File: config.mk
export PLATFORM = sky130hd
export DESIGN_NAME = lat_table_host_flat
export DESIGN_NICKNAME = d
export VERILOG_FILES = /design/src/common/lat_table_pkg.sv /design/src/common/lat_query_if.sv /design/src/hdl/lat_table_host.sv /design/src/flat_wrapper.sv
export SDC_FILE = /design/constraint.sdc
export NUM_CORES = 1
export LEC_CHECK = 0
export BUFFER_PORTS_ARGS = -buffer_cell sky130_fd_sc_hd__buf_4
export CORE_UTILIZATION = 60
export DETAILED_ROUTE_END_ITERATION = 7
export PLACE_DENSITY = 0.79
export SLEW_MARGIN = 10
export SYNTH_ARGS = -nofsm -noshare
export SYNTH_HDL_FRONTEND = slang
export SYNTH_SLANG_ARGS = --single-unit
File: constraint.sdc
create_clock -name mclk -period 6.2 [get_ports mclk]
set_input_delay 0.31 -clock mclk [delete_from_list [all_inputs] [get_ports mclk]]
set_output_delay 0.31 -clock mclk [all_outputs]
set_load 0.05 [all_outputs]
File: src/common/lat_table_pkg.sv
// Constants for the read latency code table parameter and its query link.
// Assumes one clock domain; offsets are relative to the parameter's first byte.
package lat_table_pkg;
  localparam int unsigned ADDR_W = 7;
  localparam int unsigned DATA_W = 8;
  // ==========================================
  // Parameter header
  localparam logic [7:0] PARAM_ID = 8'h90;
  localparam logic [7:0] PARAM_LEN = 8'h56;
  localparam logic [7:0] NUM_ROWS = 8'h06;
  localparam logic [7:0] ROW_LEN = 8'h0e;
  localparam logic [7:0] HDR_FREQ_CHAR = 8'h46;
  localparam logic [7:0] HDR_CODE_CHAR = 8'h43;
  // ==========================================
  // Instruction codes of the header row
  localparam logic [7:0] OP_READ3 = 8'h03;
  localparam logic [7:0] OP_READ4 = 8'h13;
  localparam logic [7:0] OP_FAST3 = 8'h0b;
  localparam logic [7:0] OP_FAST4 = 8'h0c;
  localparam logic [7:0] OP_DOUT3 = 8'h3b;
  localparam logic [7:0] OP_DOUT4 = 8'h3c;
  localparam logic [7:0] OP_QOUT3 = 8'h6b;
  localparam logic [7:0] OP_QOUT4 = 8'h6c;
  localparam logic [7:0] OP_DIO3 = 8'hbb;
  localparam logic [7:0] OP_DIO4 = 8'hbc;
  localparam logic [7:0] OP_QIO3 = 8'heb;
  localparam logic [7:0] OP_QIO4 = 8'hec;
  // ==========================================
  // Rows
  localparam logic [7:0] ROW2_FREQ = 8'h32;
  localparam logic [7:0] ROW2_CODE = 8'h03;
  localparam logic [7:0] ROW3_FREQ = 8'h50;
  localparam logic [7:0] ROW3_CODE = 8'h00;
  localparam logic [7:0] CYC_ZERO = 8'h00;
  localparam logic [7:0] CYC_NOT_SUPP = 8'hff;
  localparam logic [7:0] CYC_DIO_MODE = 8'h04;
  localparam logic [7:0] CYC_QIO_MODE = 8'h02;
  localparam logic [7:0] ROW2_QIO_LAT = 8'h01;
  localparam logic [7:0] ROW3_QIO_LAT = 8'h02;
  localparam logic [7:0] ROW3_STD_LAT = 8'h08;
  // ==========================================
  // Offsets
  localparam logic [6:0] OFS_ID = 7'h00;
  localparam logic [6:0] OFS_LEN = 7'h01;
  localparam logic [6:0] OFS_HDR = 7'h04;
  localparam logic [6:0] OFS_ROW2 = 7'h12;
  localparam logic [6:0] OFS_ROW3 = 7'h20;
  localparam logic [6:0] OFS_LAST = 7'h2d;
  localparam logic [6:0] ROW_STEP = 7'h0e;
  localparam logic [6:0] OFS_ROW_LEN = 7'h03;
  localparam logic [6:0] OFS_HDR_CODE = 7'h05;
  // Fields within a row
  localparam logic [6:0] REL_FREQ = 7'h00;
  localparam logic [6:0] REL_CODE = 7'h01;
  localparam logic [6:0] REL_MODE = 7'h02;
  // Entries within a row after freq and code
  localparam int unsigned ENTRY_CNT = 12;
  // Host selection
  localparam logic [7:0] NO_ROW_CODE = 8'hff;
  localparam logic [2:0] NUM_OPS = 3'h6;
endpackage : lat_table_pkg

File: src/common/lat_query_if.sv
// Byte query link between the table holder and the host controller.
// Assumes both ends share mclk.
`timescale 1ns/1ps
`default_nettype none
interface lat_query_if;
  logic req;
  logic [6:0] addr;
  logic ack;
  logic [7:0] data;
  modport table_end (input req, input addr, output ack, output data);
  modport host_end (output req, output addr, input ack, input data);
endinterface : lat_query_if
`default_nettype wire

File: src/hdl/lat_table_host.sv
// Overview of operation
// - First byte is the table parameter identifier
// - Second byte counts the following parameter bytes
// - Header starts with ASCII F then C
// - Header lists plain then fast read codes
// - Then dual-output then quad-output read codes
// - Ends with dual I/O then quad I/O codes
// - Row two: up to 50 MHz, code 11b
// - Row two simple reads need no extra cycles
// - Dual I/O: four mode, zero latency cycles
// - Row two quad I/O: two mode, one latency
// - Row three: up to 80 MHz, code 00b
// - All ones means unsupported; never issue it
// - Row three fast and output reads: eight latency; plain read all ones
// - Row three quad I/O: two mode, two latency
//
// Host end: walks the table byte by byte and picks the row for its clock.
// Assumes the device answers each req with ack one cycle later.
`timescale 1ns/1ps
`default_nettype none
module lat_table_host
  import lat_table_pkg::*;
#(
  parameter logic [7:0] SCK_MHZ = 8'h32
) (
  // Clock and reset
  input wire logic mclk,
  input wire logic resetn,
  // Control
  input wire logic start,
  input wire logic [3:0] op_sel,
  // Link
  lat_query_if.host_end link,
  // Results
  output logic done_ff,
  output logic table_ok_ff,
  output logic [1:0] lat_code_ff,
  output logic [7:0] mode_cyc_ff,
  output logic [7:0] lat_cyc_ff,
  output logic op_ok_ff
);
  typedef enum logic [1:0] {
    ST_IDLE = 2'b00,
    ST_ASK = 2'b01,
    ST_WAIT = 2'b10,
    ST_DONE = 2'b11
  } state_t;

  state_t state_ff;
  logic [6:0] addr_ff;
  logic req_ff;
  logic [6:0] row_base_ff;
  logic row_found_ff;
  logic [3:0] op_ff;
  logic [6:0] end_ff;

  // Offset of a byte within the row being examined
  function automatic logic [6:0] rel_ofs(input logic [6:0] a, input logic [6:0] b);
    rel_ofs = a - b;
  endfunction : rel_ofs

  // Mode byte of the chosen instruction sits after freq and code
  function automatic logic [6:0] mode_ofs(input logic [3:0] op);
    mode_ofs = {2'b00, op, 1'b0} + REL_MODE;
  endfunction : mode_ofs

  logic [6:0] rel;
  logic in_row;
  assign rel = rel_ofs(addr_ff, row_base_ff);
  assign in_row = (addr_ff >= OFS_ROW2) && (rel < ROW_STEP);
  // Length byte plus its own offset is the last byte of this parameter
  logic [7:0] len_end;
  assign len_end = link.data + {1'b0, OFS_LEN};

  // ==========================================
  // Sequencer: reads offsets upward, one byte at a time
  always_ff @(posedge mclk) begin
    if (!resetn) begin
      state_ff <= ST_IDLE;
      addr_ff <= OFS_ID;
      req_ff <= 1'b0;
      done_ff <= 1'b0;
      op_ff <= 4'h0;
    end else begin
      unique case (state_ff)
        ST_IDLE: begin
          if (start) begin
            addr_ff <= OFS_ID;
            // Codes beyond the listed instructions fall back to the plain read
            op_ff <= (op_sel[3:1] < NUM_OPS) ? {1'b0, op_sel[3:1]} : 4'h0;
            done_ff <= 1'b0;
            req_ff <= 1'b1;
            state_ff <= ST_ASK;
          end
        end
        ST_ASK: begin
          // Request stands one cycle; the answer comes on the next edge
          req_ff <= 1'b0;
          state_ff <= ST_WAIT;
        end
        ST_WAIT: begin
          if (link.ack) begin
            if (addr_ff >= end_ff) begin
              done_ff <= 1'b1;
              state_ff <= ST_DONE;
            end else begin
              addr_ff <= addr_ff + 7'h01;
              req_ff <= 1'b1;
              state_ff <= ST_ASK;
            end
          end
        end
        ST_DONE: begin
          if (start) begin
            state_ff <= ST_IDLE;
          end
        end
      endcase
    end
  end

  // ==========================================
  // Walk limit: the length byte marks the true end, but only rows two
  // and three are decoded here, so the walk never goes past them
  always_ff @(posedge mclk) begin
    if (!resetn) begin
      end_ff <= OFS_LAST;
    end else if (state_ff == ST_IDLE && start) begin
      end_ff <= OFS_LAST;
    end else if (state_ff == ST_WAIT && link.ack && addr_ff == OFS_LEN) begin
      end_ff <= (len_end < {1'b0, OFS_LAST}) ? len_end[6:0] : OFS_LAST;
    end
  end

  // ==========================================
  // Header check: identifier, row length and both column characters
  always_ff @(posedge mclk) begin
    if (!resetn) begin
      table_ok_ff <= 1'b0;
    end else if (state_ff == ST_IDLE && start) begin
      table_ok_ff <= 1'b0;
    end else if (state_ff == ST_WAIT && link.ack) begin
      if (addr_ff == OFS_ID) begin
        table_ok_ff <= (link.data == PARAM_ID);
      end
      // Rows are stepped by a fixed length, so another length is unusable
      if (addr_ff == OFS_ROW_LEN) begin
        table_ok_ff <= table_ok_ff && (link.data == ROW_LEN);
      end
      if (addr_ff == OFS_HDR) begin
        table_ok_ff <= table_ok_ff && (link.data == HDR_FREQ_CHAR);
      end
      if (addr_ff == OFS_HDR_CODE) begin
        table_ok_ff <= table_ok_ff && (link.data == HDR_CODE_CHAR);
      end
    end
  end

  // ==========================================
  // Row selection: rows rise in frequency, so the first one whose
  // limit covers our clock is the lowest usable one
  always_ff @(posedge mclk) begin
    if (!resetn) begin
      row_base_ff <= OFS_ROW2;
      row_found_ff <= 1'b0;
    end else if (state_ff == ST_IDLE && start) begin
      row_base_ff <= OFS_ROW2;
      row_found_ff <= 1'b0;
    end else if (state_ff == ST_WAIT && link.ack && in_row && !row_found_ff) begin
      if (rel == REL_FREQ && link.data < SCK_MHZ) begin
        row_base_ff <= row_base_ff + ROW_STEP;
      end
      if (rel == ROW_STEP - 7'h01) begin
        row_found_ff <= 1'b1;
      end
    end
  end

  // ==========================================
  // Result capture from the chosen row; a mode byte always precedes
  // its latency byte, so both are known when op_ok is decided
  always_ff @(posedge mclk) begin
    if (!resetn) begin
      lat_code_ff <= 2'b00;
      mode_cyc_ff <= CYC_NOT_SUPP;
      lat_cyc_ff <= CYC_NOT_SUPP;
      op_ok_ff <= 1'b0;
    end else if (state_ff == ST_IDLE && start) begin
      mode_cyc_ff <= CYC_NOT_SUPP;
      lat_cyc_ff <= CYC_NOT_SUPP;
      op_ok_ff <= 1'b0;
    end else if (state_ff == ST_WAIT && link.ack && in_row && !row_found_ff) begin
      if (rel == REL_CODE) begin
        lat_code_ff <= link.data[1:0];
      end else if (rel == mode_ofs(op_ff)) begin
        mode_cyc_ff <= link.data;
      end else if (rel == mode_ofs(op_ff) + 7'h01) begin
        lat_cyc_ff <= link.data;
        // All ones forbids this instruction at this rate
        op_ok_ff <= (mode_cyc_ff != CYC_NOT_SUPP) && (link.data != CYC_NOT_SUPP);
      end
    end
  end

  assign link.req = req_ff;
  assign link.addr = addr_ff;
endmodule : lat_table_host
`default_nettype wire

File: src/flat_wrapper.sv
// flat-port wrapper written by rule: the top's interface ports become plain ports
module lat_table_host_flat import lat_table_pkg::*;
#(
  parameter logic [7:0] SCK_MHZ = 8'h32
)
  (mclk, resetn, start, op_sel, done_ff, table_ok_ff, lat_code_ff, mode_cyc_ff, lat_cyc_ff, op_ok_ff, link_req, link_addr, link_ack, link_data);
  lat_query_if link_i ();
  input wire logic mclk;
  input wire logic resetn;
  input wire logic start;
  input wire logic [3:0] op_sel;
  output logic done_ff;
  output logic table_ok_ff;
  output logic [1:0] lat_code_ff;
  output logic [7:0] mode_cyc_ff;
  output logic [7:0] lat_cyc_ff;
  output logic op_ok_ff;
  output wire logic [$bits(link_i.req)-1:0] link_req;
  output wire logic [$bits(link_i.addr)-1:0] link_addr;
  input wire logic [$bits(link_i.ack)-1:0] link_ack;
  input wire logic [$bits(link_i.data)-1:0] link_data;
  assign link_req = link_i.req;
  assign link_addr = link_i.addr;
  assign link_i.ack = link_ack;
  assign link_i.data = link_data;
  lat_table_host #(.SCK_MHZ(SCK_MHZ)) u_core (.mclk(mclk), .resetn(resetn), .start(start), .op_sel(op_sel), .link(link_i), .done_ff(done_ff), .table_ok_ff(table_ok_ff), .lat_code_ff(lat_code_ff), .mode_cyc_ff(mode_cyc_ff), .lat_cyc_ff(lat_cyc_ff), .op_ok_ff(op_ok_ff));
endmodule
# Yosys cells after proc, flatten, opt, wreduce, memory -nomap -nowiden
# Index checks and enable logic that the tools add are counted.
totals:
  regBits: 50
  out_inout_bits: 29
  in_bits: 16
  word_cells: 104
classes:
  n_eq_ne: 22
  bitwise_logic: 4
  order_cmp: 6
  reduce_logical: 30
  n_mux: 23
  addsub: 6
ops:
  columns: ["cell", "n"]
  rows:
  - ["$mux W7", 4]
  - ["$eq A8 B7 Y1 const B", 2]
  - ["$lt A8 B6 Y1 const B", 2]
  - ["$ne A8 B8 Y1 const B", 2]
  - ["$reduce_and A4 Y1", 4]
  - ["$add A7 B1 Y7 const B", 2]
  - ["$eq A7 B1 Y1 const B", 2]
  - ["$eq A7 B3 Y1 const B", 2]
  - ["$eq A7 B7 Y1", 2]
  - ["$logic_not A7 Y1", 2]
  - ["$pmux W7 S2", 1]
  - ["$logic_and A1 B1 Y1", 11]
  - ["$mux W1", 10]
  - ["$reduce_and A3 Y1", 3]
  - ["$add A8 B1 Y8 const B", 1]
  - ["$eq A8 B4 Y1 const B", 1]
  - ["$eq A8 B8 Y1 const B", 1]
  - ["$mux W2", 4]
  - ["$ne A2 B2 Y1 const B", 4]
  - ["$pmux W2 S4", 1]
  - ["$reduce_and A2 Y1", 4]
  - ["$add A7 B4 Y7 const B", 1]
  - ["$eq A7 B2 Y1 const B", 1]
  - ["$eq A7 B4 Y1 const B", 1]
  - ["other kinds (19)", 23]

# Depth between registers and ports, before layout
# Gate-level depths: netlist of the first run.
logic_depth:
  ltp_word: 6
  mapped_depth: 12
  depth_no_buf: 11

# Worst setup path before layout of the first run
# No wires, ideal clock.
synth_timing:
  path_type: "reg-to-reg"
  start: "reg u_core.addr_ff[1], in the netlist u_core.link.addr[1]"
  end: "reg u_core.lat_cyc_ff[2]"
  stages_incl_launch_ff: 12
  setup_time_ps: 129
  t_arrival_ps: 2776
  required_time_ps: 6071
  path_slack_ps: 3295
  cell_sequence: "dfxtp_1 > inv_1 > ha_1 > inv_1 > fa_1 > xor2_1 > nand2_1 > o2111a_2 > o2111ai_2 > buf_6 > mux2i_1 > nand2_1"
synth_via:
  elab_chain_cells: 6
  word_cells_on_any_way: 12
synth_lines:
  columns: ["item", "line", "rtl"]
  rows:
  - ["from (decl)", "lat_table_host.sv:50", "logic [6:0] addr_ff;"]
  - ["from (signal assigned)", "lat_table_host.sv:107", "addr_ff <= addr_ff + 7'h01;"]
  - ["$sub A7 B7 Y7", "lat_table_host.sv:59", "rel_ofs = a - b;"]
  - ["$lt A7 B4 Y1", "lat_table_host.sv:70", "assign in_row = (addr_ff >= OFS_ROW2) && (rel < ROW_STEP);"]
  - ["$logic_and A1 B1 Y1", "lat_table_host.sv:70", null]
  - ["$logic_and A1 B1 Y1 (2 in series)", "lat_table_host.sv:192", "end else if (state_ff == ST_WAIT && link.ack && in_row && !row_found_ff) begin"]
  - ["$reduce_and A4 Y1 (no line) (*)", null, null]
  - ["to (signal assigned)", "lat_table_host.sv:198", "lat_cyc_ff <= link.data;"]
  - ["to (decl)", "lat_table_host.sv:39", "output logic [7:0] lat_cyc_ff,"]
# Every way passes the cells marked *; elsewhere a longest branch is shown, timed or not.
# A chain may end at the register's enable or synchronous reset.

# Final worst setup path of the first run
layout_timing:
  start: "reg u_core.addr_ff[1], in the netlist u_core.link.addr[1]"
  end: "reg u_core.lat_cyc_ff[5]"
# The elaborated chain is that of the path after synthesis.

==> results_dict.tcl, run 1 <==
set metrics [dict create \
    outcome "finished clean" \
    fin_nets 415 \
    synth_area_leaders "dfxtp_1, ha_1, mux2i_1" \
    hp-class "primary input to register" \
    synth_fa_ha_area_share_pct 9.53 \
    netlist_area_um2 2970 \
    relSlewSlack_pct 49.8 \
    p_total_w 0.000567 \
    mostFrequentLayoutCells "dfxtp_1, buf_4, nand2_1" \
    worstMarginPinSlew_ns 0.753 \
    layout_min_cycle_time_ns 3.09 \
    drtPass1Iterations 4 \
    slew_violations 0 \
    core_um2 4750 \
    synth_mux_area_share_pct 6.91 \
    cts_root_buffer "clkbuf_8" \
    drc 0 \
    cts_tree "yes" \
    synth_edf_count 0 \
    synthDominantCellAreaShare_pct 32.4 \
    r2r_slack_ns 3.11 \
    synth_seq_cells 48 \
    synth_cell_types 61 \
    endpoint "u_core.lat_cyc_ff[5]$_SDFFE_PP1P_" \
    clk_latency_ns 0.31 \
    path_clk_slew_ns 0.10 \
    r2r_end "u_core.lat_cyc_ff[5]$_SDFFE_PP1P_" \
    start_util_pct 62.4 \
    area_growth_pct 14.9 \
    portBuffers 43 \
    grt_max_degree 16 \
    dieWidth_um 72.3 \
    gr-total-overflow 0 \
    post-dp-hpwl_um 4930 \
    n_antenna_cell 0 \
    synth_top_family_by_area "simple AND/OR/NAND/NOR gates" \
    min_period_over_period_pct 49.9 \
    cts.sinks 48 \
    peakVddDrop_mv 0.107 \
    synth_compound_area_share_pct 16.2 \
    layout_setup_ws_ns 3.11 \
    r2r-start "u_core.link.addr[1]$_SDFFE_PN0P_" \
    fin_skew_ns 0.0108 \
    holdBufCountCts 0 \
    synthCells 339 \
    power_density_nw_per_um2 166 \
    yosys.area.top_type "dfxtp_1" \
    dieArea_um2 5230 \
    critPathKind "register to register" \
    cts_setup_buffers 0 \
    final_common_cell "dfxtp_1" \
    first_iter_violations 124 \
    globalplace.congestion 0.856 \
    yosysSeqAreaShare_pct 32.4 \
    pin_count 45 \
    grt_pass1_wl_um 11000 \
    placed_cell_area_um2 3320 \
    post_cts_resized 0 \
    p_leak_nw 1.49 \
    design_area_um2 3410 \
    num_vias 2544 \
    avgSynthCellArea_um2 8.75 \
    synth-main-ff-cell "dfxtp_1" \
    worstSetupEndpointType "register" \
    fp.dieH_um 72.3 \
    synthArstFlopShare_pct 0 \
    antenna_found_initial 0 \
    r2r_cells 10 \
    vias_per_cell 5.72 \
    dp_slack_ns 3.14 \
    arrival_ns 3.27 \
    setup_viol 0 \
    start_kind "register" \
    max_cap_violations 0 \
    grt_pass1_vias 2282 \
    cts_buffers 5 \
    wl_per_cell_um 15.1 \
    tns_ns 0 \
    drive_gt1_share_pct 18.8 \
    yosysWarnings 0 \
    startpoint "u_core.link.addr[1]$_SDFFE_PN0P_" \
    htreeDepth 2 \
    critical_path.max_fanout 11 \
    hold_viol 0 \
    totalWireLength_um 6700 \
    grt_usage_pct 26.8 \
    row_count 25 \
    ant_nets 0 \
    synth_nets 377 \
    synthXorXnorAreaFrac_pct 5.48 \
    fmax_mhz 323 \
    clk_path_buf_depth 2 \
    required_ns 6.38 \
    synthSimpleGateAreaFrac_pct 25.2 \
    rsz0062_at_grt "false" \
]
power by group:
| group | internal, W | leakage [nW] | switching, W |
|---|---|---|---|
| clock | 0.0000789 | 0.0479 | 0.000111 |
| sequential | 0.000311 | 0.388 | 0.00000453 |
| combinational | 0.0000228 | 1.05 | 0.0000380 |
routing by layer:
metal  share of wire [%]  track usage (%)  vias to the layer above
li1                    -                -                     1280
met1                  46             36.6                     1188
met2                  47             43.3                       67
met3                 5.9             4.58                        9
met4                 1.3             7.84                        0
met5                   0                0                        -
synth_stat cells (2+ instances only):
cell type / instances
nor2_1: 28
mux2i_1: 18
o211ai_1: 5
nand3b_1: 4
nand2_1: 41
dfxtp_1: 48
nand4_1: 8
and2_1: 2
o21ai_0: 14
nor2b_1: 4
xor2_1: 8
nand2b_1: 5
ha_1: 21
a31oi_1: 3
nand4b_1: 2
buf_2: 2
and3_1: 2
inv_1: 18
a21boi_0: 5
nand3_1: 10
o211ai_4: 2
a21oi_1: 11
nor3b_1: 2
clkbuf_1: 10
xnor2_1: 8
o21a_1: 7
or3_1: 8
nor4_4: 2
nor3_1: 9
final cells by class:
class,instances,area (µm²)
flip-flops and latches,48,961
fillers,403,1340
inverters,18,67.6
multi-input cells,260,1880
repair buffers,44,330
clock inverters,3,18.8
clock buffers,5,68.8
well taps,67,83.8
logic make-up after synthesis:
kind of cell,Yosys count
buffers and inverters,31
adder cells (fa/ha/maj),22
AND/OR/NAND/NOR,138
XOR/XNOR,17
flip-flops,48
AO/OA/AOI/OAI,63
multiplexers,20
state kept, by name, summed over array words and instances, names as in the netlist:
name                 cells
u_core.link.addr         7
u_core.link.req          1
u_core.lat_cyc_ff        8
u_core.state_ff          2
u_core.mode_cyc_ff       8
u_core.op_ff             3
u_core.row_base_ff       6
u_core.op_ok_ff          1
u_core.lat_code_ff       2
u_core.end_ff            7
u_core.table_ok_ff       1
u_core.done_ff           1
u_core.row_found_ff      1
per-stage QoR:
| step | util [%] | hold slack [ns] | instances |
|---|---|---|---|
| global placement | 69.9 | 0.443 | 437 |
| detailed placement | 69.9 | 0.451 | 437 |
| finish | 71.7 | 0.268 | 445 |
| global route | 71.7 | 0.263 | 445 |
| CTS | 71.7 | 0.263 | 445 |
| floorplan | - | 0.428 | 339 |
critical path, cell delays in order (launching register included):
cell	delay [ns]
dfxtp_1	0.41
inv_1	0.15
ha_1	0.18
inv_1	0.06
fa_1	0.44
xor2_1	0.53
nand2_1	0.15
o2111a_2	0.35
o2111ai_2	0.33
mux2i_1	0.28
nand2_1	0.07
worst min path at each step:
| stage | end | from | cells past startpoint | slack (ns) |
|---|---|---|---|---|
| 4_1_cts | u_core.state_ff[0]$_SDFFE_PN0P_ | link_ack | 2 | 0.26 |
| 3_5_place_dp | u_core.end_ff[4]$_SDFFE_PP0P_ | u_core.end_ff[4]$_SDFFE_PP0P_ | 2 | 0.45 |
| 3_3_place_gp | u_core.end_ff[4]$_SDFFE_PP0P_ | u_core.end_ff[4]$_SDFFE_PP0P_ | 2 | 0.44 |
| 5_1_grt | u_core.state_ff[0]$_SDFFE_PN0P_ | link_ack | 2 | 0.26 |
| 2_1_floorplan | u_core.end_ff[6]$_SDFFE_PP0P_ | u_core.end_ff[6]$_SDFFE_PP0P_ | 2 | 0.43 |
| 6_report | u_core.state_ff[0]$_SDFFE_PN0P_ | link_ack | 2 | 0.27 |
(Power assumes the default switching activity.)
==> inputs of run 2 (changes only) <==
--- a/config.mk
+++ b/config.mk
@@ -6,9 +6,9 @@
 export NUM_CORES = 1
 export LEC_CHECK = 0
 export BUFFER_PORTS_ARGS = -buffer_cell sky130_fd_sc_hd__buf_4
-export CORE_UTILIZATION = 60
+export CORE_UTILIZATION = 57
 export DETAILED_ROUTE_END_ITERATION = 7
-export PLACE_DENSITY = 0.79
+export PLACE_DENSITY = 0.76
 export SLEW_MARGIN = 10
 export SYNTH_ARGS = -nofsm -noshare
 export SYNTH_HDL_FRONTEND = slang
==> constraint.sdc (replaced) <==
create_clock -name mclk -period 3.1 [get_ports mclk]
set_input_delay 0.155 -clock mclk [delete_from_list [all_inputs] [get_ports mclk]]
set_output_delay 0.155 -clock mclk [all_outputs]
set_load 0.05 [all_outputs]
==> run 2 against run 1 <==
Sequential share of layout area is 0.48 points lower. Sequential cell count stayed put. Cell count is 1.3% higher. Worst setup slack worse by 2.8 ns. Register-to-register slack worse by 2.8 ns. Via count is 0.59% higher. Power is 100% higher. Core utilization is 0.63 points lower. Clock skew is 0.0024 ns lower. Global-route usage is 0.84 points lower. Critical path type unchanged. Largest power group unchanged.
==> results_dict.tcl, run 2 (synthesis gave the netlist of run 1 again) <==
set metrics [dict create \
    outcome "finished clean" \
    max_cap_violations 0 \
    dieArea_um2 5500 \
    grt_usage_pct 25.9 \
    dp_slack_ns 0.198 \
    min_period_over_period_pct 89.2 \
    portBuffers 43 \
    htreeDepth 2 \
    slew_violations 0 \
    start_util_pct 60.8 \
    hp-class "primary input to register" \
    fp.dieH_um 74.2 \
    pin_count 45 \
    cts_tree "yes" \
    holdBufCountCts 0 \
    placed_cell_area_um2 3370 \
    p_leak_nw 1.52 \
    core_um2 4880 \
    final_common_cell "buf_4" \
    grt_pass1_wl_um 10800 \
    drtPass1Iterations 4 \
    arrival_ns 2.96 \
    power_frac_seq_pct 54.7 \
    clk_latency_ns 0.31 \
    critical_path.max_fanout 11 \
    layout_setup_ws_ns 0.334 \
    totalWireLength_um 6570 \
    p_switching_w 0.000300 \
    cts_root_buffer "clkbuf_8" \
    post-dp-hpwl_um 4930 \
    globalplace.congestion 0.861 \
    p_sw_share_pct 26.1 \
    clk_path_buf_depth 2 \
    ant_nets 0 \
    path_clk_slew_ns 0.09 \
    tns_ns 0 \
    combPwrFrac_pct 10.8 \
    first_iter_violations 144 \
    wl_per_cell_um 14.6 \
    cts_setup_buffers 0 \
    start_kind "register" \
    n_antenna_cell 0 \
    num_vias 2559 \
    rsz0062_at_grt "false" \
    post_cts_resized 0 \
    slowest_stage "fa_1" \
    required_ns 3.30 \
    relSlewSlack_pct 41.2 \
    vias_per_cell 5.67 \
    cts.sinks 48 \
    area_growth_pct 16.9 \
    worstPathCellList "inv_1 -> ha_1 -> inv_1 -> fa_1 -> nand2b_1 -> nor2b_1 -> mux2i_1 -> nor3_2 -> o2111ai_2 -> mux2i_1 -> nand2_1" \
    drc 0 \
    power.share.clock_pct 34.6 \
    row_count 25 \
    critPathKind "register to register" \
    design_area_um2 3470 \
    grt_max_degree 24 \
    top_regs "u_core.lat_cyc_ff: 8 flops, u_core.mode_cyc_ff: 8 flops" \
    fmax_mhz 362 \
    layout_min_cycle_time_ns 2.77 \
    internal-power_w 0.000850 \
    mostFrequentLayoutCells "buf_4, dfxtp_1, nand2_1" \
    worstSetupEndpointType "register" \
    peakVddDrop_mv 0.334 \
    slowest_delay_ns 0.57 \
    fin_skew_ns 0.00836 \
    gr-total-overflow 0 \
    antenna_found_initial 0 \
    drive_gt1_share_pct 20.1 \
    grt_pass1_vias 2296 \
    fin_nets 421 \
    cts_buffers 5 \
    setup_viol 0 \
    worstMarginPinSlew_ns 0.879 \
    power_density_nw_per_um2 331 \
    n_fill_cell 401 \
    hold_viol 0 \
    dieWidth_um 74.2 \
]
[run 2: changes by cell type in the layout (fill, tap and decap cells not counted), sizes merged]
| cell | delta |
|---|---|
| buf | +6 |
| clkbuf | +2 |
| clkinv | -3 |
| clkinvlp | +1 |
[run 2: metal layers]
layer | routed length, µm | track usage [%] | part of all wire, %
met1 | 3130 | 36.2 | 48
met2 | 3050 | 40.7 | 46
met3 | 289 | 4.20 | 4.4
met4 | 109 | 8.76 | 1.7
met5 | 0 | 0 | 0
[run 2: area by class of cell]
type / instances / area, µm² / share of cell area, %
inverter: 18 / 67.6 / 1.95
clock inverter: 1 / 7.51 / 0.216
sequential: 48 / 961 / 27.7
clock buffer: 7 / 86.3 / 2.49
tap: 67 / 83.8 / 2.42
timing repair buffer: 50 / 375 / 10.8
multi-input combinational: 260 / 1890 / 54.4
[run 2: worst paths after layout]
path                               startpoint                                end  slack [ns]  cells past startpoint
max          u_core.link.addr[1]$_SDFFE_PN0P_  u_core.lat_cyc_ff[3]$_SDFFE_PP1P_        0.33                     11
min                                  link_ack    u_core.state_ff[0]$_SDFFE_PN0P_        0.11                      2
max reg2reg  u_core.link.addr[1]$_SDFFE_PN0P_  u_core.lat_cyc_ff[3]$_SDFFE_PP1P_        0.33                     11
min reg2reg     u_core.end_ff[6]$_SDFFE_PP0P_      u_core.end_ff[6]$_SDFFE_PP0P_        0.48                      2
[run 2: worst max-delay path, delay by kind of cell, from the launching register on]
kind	cells	cell delay, ns
muxes	2	0.36
adders and majority gates	2	0.77
buffers and inverters	2	0.18
DFF	1	0.31
and+or+nand+nor	4	0.63
AOI/OAI and AO/OA	1	0.41
[run 2: stage by stage]
stage / instances / util [%] / total power [W] / hold slack [ns]
floorplan: 339 / - / 0.000723 / 0.280
global placement: 443 / 69.0 / 0.000765 / 0.427
detailed placement: 443 / 69.0 / 0.000767 / 0.426
CTS: 451 / 70.9 / 0.00116 / 0.111
global route: 451 / 71.1 / 0.00120 / 0.137
finish: 451 / 71.1 / 0.00115 / 0.115
[run 2: power by group through the flow]
stage | Combinational (W) | Sequential [W] | Clock, W
4_1_cts | 0.000124 | 0.000629 | 0.000411
3_5_place_dp | 0.000123 | 0.000643 | 0
5_1_grt | 0.000137 | 0.000630 | 0.000433
2_1_floorplan | 0.0000764 | 0.000647 | 0
3_3_place_gp | 0.000122 | 0.000643 | 0
6_report | 0.000124 | 0.000629 | 0.000397
==> inputs of run 3 (changes only) <==
--- a/config.mk
+++ b/config.mk
@@ -8,6 +8,7 @@
 export BUFFER_PORTS_ARGS = -buffer_cell sky130_fd_sc_hd__buf_4
 export CORE_UTILIZATION = 57
 export DETAILED_ROUTE_END_ITERATION = 7
+export GPL_TIMING_DRIVEN = 0
 export PLACE_DENSITY = 0.76
 export SLEW_MARGIN = 10
 export SYNTH_ARGS = -nofsm -noshare
==> run 3 against run 2 <==
Power rose by 6.6%. Via count rose by 0.82%. Wire length rose by 6.4%. Final area barely moved. Sequential cell count did not move. Critical path type unchanged. Largest power group unchanged.
==> results_dict.tcl, run 3 (synthesis gave the netlist of run 1 again) <==
set metrics [dict create \
    outcome "finished clean" \
    hp-class "primary input to register" \
    globalplace.congestion 0.828 \
    num_vias 2580 \
    cts_buffers 5 \
    grt_pass1_vias 2460 \
    cts_root_buffer "clkbuf_8" \
    grt_max_degree 16 \
    dp_slack_ns 0.124 \
    design_area_um2 3470 \
    mostFrequentLayoutCells "dfxtp_1, nand2_1, buf_4" \
    setup_viol 0 \
    htreeDepth 2 \
    vias_per_cell 5.68 \
    min_period_over_period_pct 92.1 \
    startpoint "u_core.link.addr[1]$_SDFFE_PN0P_" \
    pin_count 45 \
    worstSetupEndpointType "register" \
    cts.sinks 48 \
    n_fill_cell 418 \
    tns_ns 0 \
    ant_nets 0 \
    arrival_ns 3.05 \
    p_leak_nw 1.51 \
    required_ns 3.30 \
    start_kind "register" \
    dieWidth_um 74.2 \
    relSlewSlack_pct 49.3 \
    p_total_w 0.00123 \
    drtPass1Iterations 5 \
    portBuffers 40 \
    critPathKind "register to register" \
    rsz0062_at_grt "false" \
    max_cap_violations 0 \
    hold_start "link_ack" \
    post-dp-hpwl_um 5190 \
    fin_skew_ns 0.00746 \
    peakVddDrop_mv 0.247 \
    layout_setup_ws_ns 0.245 \
    placed_cell_area_um2 3350 \
    final_common_cell "dfxtp_1" \
    top_regs "u_core.lat_cyc_ff: 8 flops, u_core.mode_cyc_ff: 8 flops" \
    layout_min_cycle_time_ns 2.85 \
    dieArea_um2 5500 \
    row_count 25 \
    fin_nets 424 \
    power_density_nw_per_um2 353 \
    fmax_mhz 350 \
    clk_latency_ns 0.31 \
    drive_gt1_share_pct 18.3 \
    path_clk_slew_ns 0.09 \
    wl_per_cell_um 15.4 \
    cts_tree "yes" \
    totalWireLength_um 6990 \
    area_growth_pct 16.9 \
    first_iter_violations 96 \
    clk_path_buf_depth 2 \
    critical_path.max_fanout 10 \
    worstMarginPinSlew_ns 0.760 \
    core_um2 4880 \
    hold_viol 0 \
    r2r-start "u_core.link.addr[1]$_SDFFE_PN0P_" \
    grt_pass1_wl_um 11400 \
    antenna_found_initial 0 \
    gr-total-overflow 0 \
    slew_violations 0 \
    fp.dieH_um 74.2 \
    drc 0 \
    grt_usage_pct 27.4 \
    start_util_pct 60.8 \
    n_antenna_cell 0 \
]
-- run 3: changes by cell type in the layout (fill, tap and decap cells not counted), sizes merged --
cell / previous run / this run
buf: 50 / 43
clkinv: 0 / 1
bufinv: 0 / 1
clkbuf: 7 / 15
-- run 3: path summary, 6_finish.rpt --
path	slack [ns]	depth (start not counted)	endpoint
worst max register to register	0.25	11	u_core.lat_cyc_ff[3]$_SDFFE_PP1P_
worst min register to register	0.47	2	u_core.end_ff[4]$_SDFFE_PP0P_
worst max-delay path	0.25	11	u_core.lat_cyc_ff[3]$_SDFFE_PP1P_
worst min-delay path	0.10	2	u_core.state_ff[0]$_SDFFE_PN0P_
-- run 3: what timing repair did --
item	CTS	global route
setup endpoints to repair	0	10
resized for setup	0	1
hold buffers	0	0
buffers inserted	0	0
-- run 3: power breakdown --
group          switching (W)  internal (W)
Clock               0.000233      0.000239
Combinational      0.0000828     0.0000452
Sequential        0.00000467      0.000622
-- run 3: layout make-up --
| type | count | area, µm² | share of cell area [%] |
|---|---|---|---|
| plain buffers | 13 | 58.8 | 1.69 |
| flip-flops and latches | 48 | 961 | 27.7 |
| inverters | 18 | 67.6 | 1.95 |
| well taps | 67 | 83.8 | 2.42 |
| clock inverters | 3 | 42.5 | 1.23 |
| repair buffers | 40 | 300 | 8.65 |
| multi-input cells | 260 | 1890 | 54.4 |
| clock buffers | 5 | 68.8 | 1.98 |
-- run 3: metal layers --
| layer | track usage [%] | vias up | share of wire (%) |
|---|---|---|---|
| li1 | - | 1289 | - |
| met1 | 34.8 | 1225 | 46 |
| met2 | 45.6 | 59 | 48 |
| met3 | 6.78 | 7 | 4.6 |
| met4 | 9.19 | 0 | 1.4 |
| met5 | 0 | - | 0 |
-- run 3: critical path: stages (launching register included) --
cell and delay, ns:
dfxtp_1 0.40, inv_1 0.18, ha_1 0.19, inv_1 0.06
fa_1 0.45, xor2_2 0.38, nand2_1 0.13, o2111a_2 0.34
o2111ai_2 0.14, buf_6 0.20, mux2i_1 0.21, nand2_1 0.06
-- run 3: through the flow --
stage / hold slack, ns / utilization, % / std cells
after CTS: 0.0999 / 71.0 / 454
after global placement: 0.430 / 68.7 / 446
after floorplan: 0.280 / - / 339
final: 0.104 / 71.1 / 454
after global routing: 0.110 / 71.1 / 454
after detailed placement: 0.428 / 68.7 / 446
